File: config.mk
export PLATFORM = sky130hd
export DESIGN_NAME = ais_input_select
export DESIGN_NICKNAME = d
export VERILOG_FILES = /design/src/ais_pkg.sv /design/src/ais_input_select.sv
export SDC_FILE = /design/constraint.sdc
export NUM_CORES = 1
export LEC_CHECK = 0
export ABC_AREA = 1
export BUFFER_PORTS_ARGS = -buffer_cell sky130_fd_sc_hd__buf_2
export CAP_MARGIN = 20
export CORE_UTILIZATION = 50
export CTS_CLUSTER_DIAMETER = 80
export CTS_CLUSTER_SIZE = 30
export DETAILED_ROUTE_END_ITERATION = 6
export PLACE_DENSITY = 0.73
export SLEW_MARGIN = 20
export SYNTH_ARGS = -nofsm -noshare
export SYNTH_HDL_FRONTEND = slang
export SYNTH_SLANG_ARGS = --single-unit
File: constraint.sdc
create_clock -name mclk -period 9.9 [get_ports mclk]
set_input_delay 0 -clock mclk [delete_from_list [all_inputs] [get_ports mclk]]
set_output_delay 0 -clock mclk [all_outputs]
set_load 0.005 [all_outputs]
File: src/ais_pkg.sv
// Purpose: shared constants and types for the analog input select block
// Assumes: classic wishbone, 32-bit data, registers in the low 16 bits
// Notes:   offsets are byte addresses, one aligned word per register

package ais_pkg;

  // ==========================================================
  // register byte offsets
  localparam logic [7:0] AIS_OFF_CH123 = 8'h00;
  localparam logic [7:0] AIS_OFF_CH0   = 8'h04;
  localparam logic [7:0] AIS_OFF_SCAN  = 8'h08;
  localparam logic [7:0] AIS_OFF_PIN   = 8'h0c;
  localparam logic [7:0] AIS_OFF_CTRL  = 8'h10;
  localparam logic [7:0] AIS_OFF_STAT  = 8'h14;

  // ==========================================================
  // values after reset
  localparam logic [15:0] AIS_CH123_RST = 16'h0000;
  localparam logic [15:0] AIS_CH0_RST   = 16'h0000;
  localparam logic [12:0] AIS_SCAN_RST  = 13'h0000;
  localparam logic [12:0] AIS_PIN_RST   = 13'h0000;
  localparam logic [3:0]  AIS_CTRL_RST  = 4'h0;
  localparam logic [3:0]  AIS_PTR_RST   = 4'h0;

  // ==========================================================
  // implemented bits of each register
  localparam logic [15:0] AIS_CH123_MASK = 16'h0707;
  localparam logic [15:0] AIS_CH0_MASK   = 16'h9f9f;
  localparam logic [15:0] AIS_INPUT_MASK = 16'h1fff;
  localparam logic [15:0] AIS_CTRL_MASK  = 16'h000f;

  // ==========================================================
  // field positions
  localparam int AIS_C123_POS_A = 0;
  localparam int AIS_C123_NEG_A = 1;
  localparam int AIS_C123_POS_B = 8;
  localparam int AIS_C123_NEG_B = 9;
  localparam int AIS_C0_POS_A   = 0;
  localparam int AIS_C0_NEG_A   = 7;
  localparam int AIS_C0_POS_B   = 8;
  localparam int AIS_C0_NEG_B   = 15;
  localparam int AIS_CTRL_RES   = 0;
  localparam int AIS_CTRL_SCAN  = 1;
  localparam int AIS_CTRL_ALT   = 2;
  localparam int AIS_CTRL_DIS   = 3;
  localparam int AIS_STAT_PHASE = 0;
  localparam int AIS_STAT_PTR   = 4;
  localparam int AIS_STAT_POS   = 8;

  // ==========================================================
  // input numbering and negative select codes
  localparam int         AIS_NUM_INPUTS = 13;
  localparam logic [4:0] AIS_LAST_INPUT = 5'h0c;
  localparam logic [1:0] AIS_NEG_VREF   = 2'h0;

  typedef enum logic {
    AIS_PH_A = 1'b0,
    AIS_PH_B = 1'b1
  } ais_phase_t;

endpackage

File: src/ais_input_select.sv
// Purpose: input routing configuration for a four channel sample/convert unit
// Assumes: sample_done is a one-cycle pulse from converter logic on mclk
// Notes:   all routing outputs lag register state by one clock
//          map: 0x00 ch1-3 select, 0x04 ch0 select, 0x08 scan mask, 0x0c pin mode,
//          0x10 control, 0x14 status (read only), anything else reads zero
//          control bits: 0 twelve-bit, 1 scan enable, 2 alternate, 3 disable
//          status bits: 0 phase b, 7:4 scan pointer, 12:8 ch0 positive input
//
// Behaviour
// - phase B ch1-3 negative: 11 -> inputs 9-11, 10 -> inputs 6-8, 0x -> neg reference
// - phase A ch1-3 negative uses the same encoding as phase B
// - phase B ch1-3 positive: set -> inputs 3-5, clear -> inputs 0-2
// - phase A ch1-3 positive: set -> inputs 3-5, clear -> inputs 0-2
// - in twelve-bit mode every ch1-3 field is unimplemented and reads zero
// - resolution bit set selects twelve-bit one channel, clear ten-bit four channels
// - phase A ch0 negative bit: set -> input 1, clear -> neg reference
// - phase B ch0 negative bit at bit 15 mirrors bit 7 encoding
// - phase B ch0 positive field selects input equal to its code, 0 to 12
// - phase A ch0 positive field in bits 4-0 uses the same encoding
// - scan mask bit n includes input n in the ch0 scan sequence
// - any mask bit writable; a missing input converts as the neg reference
// - ch0 positive scanning in phase A happens only while scan enable is set
// - alternate mode uses phase A then phase B alternately, else always A
// - pin mode set: digital, port read on, mux to ground; clear: analog
// - all 13 pin mode bits read and write; missing inputs ignore them
// - converter disabled: pin mode bits ignored, all shared pins digital
//
// Decided for this implementation: the Wishbone interface to the registers and the register offsets.

`timescale 1ns/1ps

module ais_input_select
  import ais_pkg::*;
#(
  parameter logic [12:0] PRESENT_MASK = 13'h1fff
) (
  // clock and reset
  input  wire logic        mclk,
  input  wire logic        rstn,
  // wishbone slave
  input  wire logic        wb_cyc_i,
  input  wire logic        wb_stb_i,
  input  wire logic        wb_we_i,
  input  wire logic [7:0]  wb_adr_i,
  input  wire logic [3:0]  wb_sel_i,
  input  wire logic [31:0] wb_dat_i,
  output logic      [31:0] wb_dat_o,
  output logic             wb_ack_o,
  // converter sequencing
  input  wire logic        sample_done,
  // channel 0 routing
  output logic      [4:0]  ch0_pos_input,
  output logic             ch0_pos_to_vref,
  output logic             ch0_pos_to_avss,
  output logic             ch0_neg_an1,
  // channels 1 to 3 routing
  output logic             ch123_enable,
  output logic             ch123_pos_upper,
  output logic      [1:0]  ch123_neg_sel,
  // mode status
  output logic             sample_phase_b,
  output logic             resolution_12bit,
  output logic      [12:0] pin_digital
);

  // ==========================================================
  // state
  typedef struct packed {
    // software visible registers
    logic [15:0] ch123;
    logic [15:0] ch0;
    logic [12:0] scan;
    logic [12:0] pin;
    logic [3:0]  ctrl;
    // sequencing and bus answer
    ais_phase_t  phase;
    logic [3:0]  scan_ptr;
    logic        ack;
    logic [31:0] rdata;
    // routing outputs, one clock behind the registers
    logic [4:0]  pos_in;
    logic        pos_vref;
    logic        pos_avss;
    logic        neg_an1;
    logic        c123_en;
    logic        c123_upper;
    logic [1:0]  c123_neg;
    logic        ph_b;
    logic        res12;
    logic [12:0] pin_dig;
  } ais_state_t;

  ais_state_t q_reg;
  ais_state_t q_next;

  // ==========================================================
  // helpers

  // first set mask bit at or after start, wrapping; start when mask empty
  function automatic logic [3:0] ais_scan_from(input logic [12:0] mask,
                                               input logic [3:0]  start);
    logic [4:0] s;
    logic [3:0] res;
    logic       found;
    res   = start;
    found = 1'b0;
    for (int i = 0; i < AIS_NUM_INPUTS; i++) begin
      s = 5'({1'b0, start}) + 5'(i);
      if (s >= 5'(AIS_NUM_INPUTS)) begin
        s = s - 5'(AIS_NUM_INPUTS);
      end
      if (!found && mask[s[3:0]]) begin
        res   = s[3:0];
        found = 1'b1;
      end
    end
    return res;
  endfunction

  // byte-lane merge limited to the implemented bits
  function automatic logic [15:0] ais_merge(input logic [15:0] old,
                                            input logic [15:0] data,
                                            input logic [3:0]  sel,
                                            input logic [15:0] impl);
    logic [15:0] m;
    m = {{8{sel[1]}}, {8{sel[0]}}} & impl;
    return (old & ~m) | (data & m);
  endfunction

  // true for an input number that exists on this variant; keeps every
  // per-input index below 13
  function automatic logic ais_input_ok(input logic [4:0] num);
    logic ok;
    ok = 1'b0;
    if (num <= AIS_LAST_INPUT) begin
      ok = PRESENT_MASK[num[3:0]];
    end
    return ok;
  endfunction

  // merge for the 13-bit per-input registers
  function automatic logic [12:0] ais_merge13(input logic [12:0] old,
                                              input logic [15:0] data,
                                              input logic [3:0]  sel);
    logic [15:0] w;
    w = ais_merge({3'h0, old}, data, sel, AIS_INPUT_MASK);
    return w[12:0];
  endfunction

  // next input number, wrapping from the last input back to input 0
  function automatic logic [3:0] ais_wrap_inc(input logic [3:0] num);
    logic [3:0] n;
    n = (num == AIS_LAST_INPUT[3:0]) ? 4'h0 : num + 4'h1;
    return n;
  endfunction

  // read-only status word: phase, scan pointer, ch0 positive input
  function automatic logic [15:0] ais_status(input logic       phase_b,
                                             input logic [3:0] ptr,
                                             input logic [4:0] pos_in);
    logic [15:0] w;
    w                    = 16'h0000;
    w[AIS_STAT_PHASE]    = phase_b;
    w[AIS_STAT_PTR +: 4] = ptr;
    w[AIS_STAT_POS +: 5] = pos_in;
    return w;
  endfunction

  // one phase of the ch1-3 selection as {negative code, positive upper}
  function automatic logic [2:0] ais_c123_pick(input logic [15:0] sel,
                                               input logic        phase_b);
    logic [2:0] f;
    f = 3'h0;
    if (phase_b) begin
      f = {sel[AIS_C123_NEG_B +: 2], sel[AIS_C123_POS_B]};
    end else begin
      f = {sel[AIS_C123_NEG_A +: 2], sel[AIS_C123_POS_A]};
    end
    return f;
  endfunction

  // ==========================================================
  // next state
  always_comb begin
    logic        req;
    logic        commit;
    logic        alt;
    logic        scan_on;
    logic        ph_b;
    logic [3:0]  scan_pos;
    logic [4:0]  pos;
    logic        present;
    logic [12:0] dig;
    logic [15:0] wr;
    logic [15:0] stat;
    logic [3:0]  ptr_inc;

    req      = wb_cyc_i & wb_stb_i;
    commit   = 1'b0;
    alt      = 1'b0;
    scan_on  = 1'b0;
    ph_b     = 1'b0;
    scan_pos = 4'h0;
    pos      = 5'h00;
    present  = 1'b0;
    dig      = 13'h0000;
    wr       = 16'h0000;
    stat     = 16'h0000;
    ptr_inc  = 4'h0;
    q_next   = q_reg;

    // ---- bus: ack one cycle after the request, write at the ack edge
    // writing on the ack edge keeps the write and its answer in one cycle
    q_next.ack = req & ~q_reg.ack;
    commit     = req & q_reg.ack & wb_we_i;

    stat = ais_status(q_reg.ph_b, q_reg.scan_ptr, q_reg.pos_in);

    // read data is captured as the request is taken so it stands beside ack
    if (req && !q_reg.ack) begin
      case (wb_adr_i)
        AIS_OFF_CH123: begin
          // twelve-bit mode hides ch1-3 selection
          q_next.rdata = q_reg.ctrl[AIS_CTRL_RES] ? 32'h0 : {16'h0, q_reg.ch123};
        end
        AIS_OFF_CH0:  q_next.rdata = {16'h0, q_reg.ch0};
        AIS_OFF_SCAN: q_next.rdata = {19'h0, q_reg.scan};
        AIS_OFF_PIN:  q_next.rdata = {19'h0, q_reg.pin};
        AIS_OFF_CTRL: q_next.rdata = {28'h0, q_reg.ctrl};
        AIS_OFF_STAT: q_next.rdata = {16'h0, stat};
        default:      q_next.rdata = 32'h0;
      endcase
    end

    if (commit) begin
      case (wb_adr_i)
        AIS_OFF_CH123: begin
          if (!q_reg.ctrl[AIS_CTRL_RES]) begin
            q_next.ch123 = ais_merge(q_reg.ch123, wb_dat_i[15:0], wb_sel_i,
                                     AIS_CH123_MASK);
          end
        end
        AIS_OFF_CH0: begin
          q_next.ch0 = ais_merge(q_reg.ch0, wb_dat_i[15:0], wb_sel_i, AIS_CH0_MASK);
        end
        AIS_OFF_SCAN: begin
          // every mask bit is writable whatever the variant
          q_next.scan = ais_merge13(q_reg.scan, wb_dat_i[15:0], wb_sel_i);
        end
        AIS_OFF_PIN: begin
          // absent inputs keep what is written but still route as digital
          q_next.pin = ais_merge13(q_reg.pin, wb_dat_i[15:0], wb_sel_i);
        end
        AIS_OFF_CTRL: begin
          wr          = ais_merge({12'h0, q_reg.ctrl}, wb_dat_i[15:0], wb_sel_i,
                                  AIS_CTRL_MASK);
          q_next.ctrl = wr[3:0];
        end
        default: begin
        end
      endcase
    end

    // ---- sample sequencing
    alt     = q_reg.ctrl[AIS_CTRL_ALT];
    scan_on = q_reg.ctrl[AIS_CTRL_SCAN] && (q_reg.scan != 13'h0000);
    ph_b    = alt && (q_reg.phase == AIS_PH_B);
    // keep the pointer on a selected input even after the mask changes
    scan_pos = ais_scan_from(q_reg.scan, q_reg.scan_ptr);

    if (!alt) begin
      q_next.phase = AIS_PH_A;
    end else if (sample_done) begin
      q_next.phase = (q_reg.phase == AIS_PH_A) ? AIS_PH_B : AIS_PH_A;
    end

    // phase B samples use their fixed field, so the pointer waits for phase A
    if (sample_done && scan_on && !ph_b) begin
      ptr_inc = ais_wrap_inc(scan_pos);
      q_next.scan_ptr = ais_scan_from(q_reg.scan, ptr_inc);
    end

    // ---- pin modes: missing inputs and a disabled converter force digital
    if (q_reg.ctrl[AIS_CTRL_DIS]) begin
      dig = 13'h1fff;
    end else begin
      dig = q_reg.pin | ~PRESENT_MASK;
    end
    q_next.pin_dig = dig;

    // ---- channel 0 positive
    if (ph_b) begin
      pos = q_reg.ch0[AIS_C0_POS_B +: 5];
    end else if (scan_on) begin
      pos = {1'b0, scan_pos};
    end else begin
      pos = q_reg.ch0[AIS_C0_POS_A +: 5];
    end
    present         = ais_input_ok(pos);
    q_next.pos_in   = pos;
    q_next.pos_vref = ~present;
    q_next.pos_avss = present & dig[pos[3:0]];

    // ---- channel 0 negative
    q_next.neg_an1 = ph_b ? q_reg.ch0[AIS_C0_NEG_B] : q_reg.ch0[AIS_C0_NEG_A];

    // ---- channels 1 to 3
    q_next.res12   = q_reg.ctrl[AIS_CTRL_RES];
    q_next.c123_en = ~q_reg.ctrl[AIS_CTRL_RES];
    if (q_reg.ctrl[AIS_CTRL_RES]) begin
      q_next.c123_upper = 1'b0;
      q_next.c123_neg   = AIS_NEG_VREF;
    end else begin
      {q_next.c123_neg, q_next.c123_upper} = ais_c123_pick(q_reg.ch123, ph_b);
    end
    q_next.ph_b = ph_b;
  end

  // ==========================================================
  // registers
  // routing fields clear here and refresh on the first edge after reset
  always_ff @(posedge mclk) begin
    if (!rstn) begin
      q_reg          <= '0;
      q_reg.ch123    <= AIS_CH123_RST;
      q_reg.ch0      <= AIS_CH0_RST;
      q_reg.scan     <= AIS_SCAN_RST;
      q_reg.pin      <= AIS_PIN_RST;
      q_reg.ctrl     <= AIS_CTRL_RST;
      q_reg.scan_ptr <= AIS_PTR_RST;
      q_reg.phase    <= AIS_PH_A;
    end else begin
      q_reg <= q_next;
    end
  end

  // ==========================================================
  // outputs, all straight from flip-flops
  assign wb_dat_o         = q_reg.rdata;
  assign wb_ack_o         = q_reg.ack;
  assign ch0_pos_input    = q_reg.pos_in;
  assign ch0_pos_to_vref  = q_reg.pos_vref;
  assign ch0_pos_to_avss  = q_reg.pos_avss;
  assign ch0_neg_an1      = q_reg.neg_an1;
  assign ch123_enable     = q_reg.c123_en;
  assign ch123_pos_upper  = q_reg.c123_upper;
  assign ch123_neg_sel    = q_reg.c123_neg;
  assign sample_phase_b   = q_reg.ph_b;
  assign resolution_12bit = q_reg.res12;
  assign pin_digital      = q_reg.pin_dig;

endmodule // ais_input_select

==> summary.txt <==
Critical path
  • Slowest stage delay, CP: between 0.6 and 0.7 ns
  • Most common cell on crit path: nand2_1
  • Crit-path slowest cell: dfxtp_1
  • Worst R2R Setup Slack: between 0.9 and 1 ns
  • Worst r2r dst: q_reg[60]$_SDFFE_PN0P_
  • Crit end category: flip-flop
  • R2R depth: between 50 and 60
  • CP required: a little over 10 ns
  • Crit Path Category: reg -> reg
  • Critical Path AT: 9.18 ns
  • Crit path max-delay family: simple AND/OR/NAND/NOR gates
  • Buf/Inv on CP: 12
  • Worst r2r src: q_reg[62]$_SDFFE_PN0P_
  • Crit Path Max Fanout: 11
  • Critical path launch point type: flip-flop

Synth
  • Asr flop ratio synth: 0
  • Most instantiated cells after synthesis: nand2_1 (562), nand3_1 (274), inv_1 (227)
  • Top post-synthesis cells by area: nand2_1 (17%), dfxtp_1 (15%), nand3_1 (11%), o21ai_0 (7.7%), inv_1 (6.9%)
  • Mapped cell area: 12290 sq um
  • Synthesized instance count: 2180
  • Yosys top cell by area: nand2_1
  • Post-synthesis cell type count: 58
  • Synth top area share: 0.1716
  • Seq/Total Area, Yosys: 0.1547
  • Mapped Avg Cell Area: approximately 5.6 sq um
  • Most used DFF post-synth: dfxtp_1
  • Most frequent cell after synthesis: nand2_1
  • Flops & latches, synth: 95
  • Yosys Warn Count: 0
  • Post-synth EDFFs: 0

Power and ir drop
  • Pleak: between 6 and 7 nW
  • Max VDD drop: around 0.087 mV
  • Overall Power: about 0.75 mW
  • PwrDens: roughly 57 nW/um^2

Clock network
  • Worst-Skew Late Latency: ~0.34 ns
  • Root Buffer Master: clkbuf_16
  • CTS tree: built
  • Clock tree sinks: 95
  • Clock slew at reported path FFs: ~0.07 ns
  • Worst-case clock buffer depth: 2
  • CTS HTree Levels: 3
  • Num CTS Buffers: 9

Drt
  • Post-DRT Antenna Nets: 0
  • Drt total wl: approximately 45 mm
  • Pre-antenna DRT Iters: 7
  • Via count: approximately 15000
  • Number of remaining DRC errors: 1
  • Iter 0 DRT Violations: approximately 1800
  • Post-DR wirelength/cell: approximately 18 um
  • Vias per cell: ~6.0

STA
  • Max Slew Vio Count: 0
  • Final Skew: about 0.0091 ns
  • Relative slew slack: 0.3852
  • Min Tclk post-route: 8.961 ns
  • Min Hold Slack: between 0.02 and 0.025 ns
  • Setup tns final: 0 ns
  • Fin. Hold Viols: 0
  • RSZ-0062 raised after global routing: false
  • Least-Margin Pin Slew: slightly above 0.9 ns
  • Final cycle utilization of the critical path: 0.9052
  • Setup ws final: 0.9385 ns
  • Achievable Freq: between 100 and 150 MHz
  • Setup violators final: 0

Placement
  • Area post-placement: between 10000 and 15000 sq um
  • Placer Congestion: between 1 and 1.5
  • DP Wirelength: about 33 mm
  • IO Port Bufs: 71
  • Pre-CTS WS: 1.173 ns

Status
  • Status: finished with violations
  • Failing checks: DRC

Job
  • # Max-Cap Violations: 0

Die
  • Starting density of the core: 0.5070
  • Die height: about 160 um
  • Die width: 158.8 um
  • Die area: roughly 25000 sq um
  • Row count: 57
  • Core ar.: between 20000 and 25000 sq um
  • Io pins: 110

GRT
  • Vias in the first global route: around 14000
  • Total Routing Usage GR: 0.3506
  • Largest net degree at the start of global routing: 56
  • Initial antenna violation count: 0
  • Global-route wire length before repair: roughly 72 mm
  • Grt total ovfl: 0

Worst hold path
  • Hold Crit Start: wb_dat_i[2]
  • Hold Path Class: in -> reg
  • Hold path depth: 3

Final layout
  • Antenna diodes: 0
  • Design Area, Final: 13070 sq um
  • Share of cells above drive strength 1: 0.1216
  • Synth-to-Final Area Change: 6.320%
  • NumNets Final: between 2000 and 2500
tightest hold or removal path, cell delays in order:
cell and delay, ns:
buf_2 0.07, inv_1 0.11, a21oi_1 0.15
metal layers:
metal,track usage,wire length [um],part of all wire
met4,0.1787,2408,0.053
met5,0,0,0
met2,0.5526,19680,0.43
met3,0.05825,5164,0.11
met1,0.4587,18130,0.40
where the power goes:
group          total [mW]  internal, mW  switching [mW]
Clock               0.324         0.173           0.151
Combinational      0.0419        0.0150          0.0269
Sequential          0.385         0.384         0.00100
Total               0.751         0.572           0.179
timing repair:
item	in CTS	in global routing
endpoints found under the hold margin	28	0
endpoints found under the setup margin	0	4
resized for setup	0	1
hold buffers	13	0
setup buffers	0	0
cell families (layout without fill, tap and decap cells):
| logic type | Yosys count | after routing | synth area share |
|---|---|---|---|
| fa+ha+maj | 39 | 39 | 0.03969 |
| buf+inv | 402 | 417 | 0.1464 |
| other cells | 1 | 18 | 0.0003050 |
| compound gates | 495 | 495 | 0.2277 |
| xor+xnor | 25 | 25 | 0.01964 |
| simple gates | 1123 | 1123 | 0.4116 |
| flops | 95 | 95 | 0.1547 |
through the flow:
| stage | cells | utilization |
|---|---|---|
| after floorplan | 2197 | - |
| after global placement | 2507 | 0.5224 |
| after detailed placement | 2507 | 0.5224 |
| after CTS | 2536 | 0.5391 |
| after global routing | 2536 | 0.5391 |
| final | 2536 | 0.5391 |
cell type report:
class                           count  area, sq um
Clock buffer                       11        232.7
Clock inverter                      5        41.29
Fill cell                        2529        11180
Inverter                          277         1049
Multi-Input combinational cell   1700         8656
Sequential cell                    95         1902
Tap cell                          324        405.4
Timing Repair Buffer              124        785.8
worst max-delay path by stage:
stage / from / end / slack [ns] / cells after the start
after floorplan: q_reg[61]$_SDFFE_PN0P_ / q_reg[60]$_SDFFE_PN0P_ / 2.43 / 54
after global placement: q_reg[62]$_SDFFE_PN0P_ / q_reg[60]$_SDFFE_PN0P_ / 1.31 / 52
after detailed placement: q_reg[62]$_SDFFE_PN0P_ / q_reg[61]$_SDFFE_PN0P_ / 1.17 / 53
after CTS: q_reg[62]$_SDFFE_PN0P_ / q_reg[61]$_SDFFE_PN0P_ / 1.14 / 53
after global routing: q_reg[62]$_SDFFE_PN0P_ / q_reg[60]$_SDFFE_PN0P_ / 0.05 / 57
final: q_reg[62]$_SDFFE_PN0P_ / q_reg[60]$_SDFFE_PN0P_ / 0.94 / 59
cells in the final DEF, fill, tap and decap left out, types with 11 or more instances in the layout:
cell | synthesis | routed
buf_4 | 57 | 40
o21ai_0 | 189 | 188
dlygate4sd3_1 | 0 | 13
ha_1 | 39 | 39
conb_1 | 1 | 18
nand2_2 | 49 | 49
nor3_1 | 16 | 16
clkinv_1 | 11 | 11
nand4_1 | 30 | 30
buf_2 | 7 | 71
inv_1 | 227 | 227
inv_2 | 35 | 35
dfxtp_1 | 95 | 95
nand3_1 | 274 | 274
o21ai_1 | 54 | 55
nor2_1 | 142 | 142
a21oi_1 | 138 | 138
xor2_1 | 18 | 18
o211ai_1 | 33 | 33
o22ai_1 | 16 | 16
nand2_1 | 562 | 562
No activity file was read; power rests on OpenSTA's default activity.
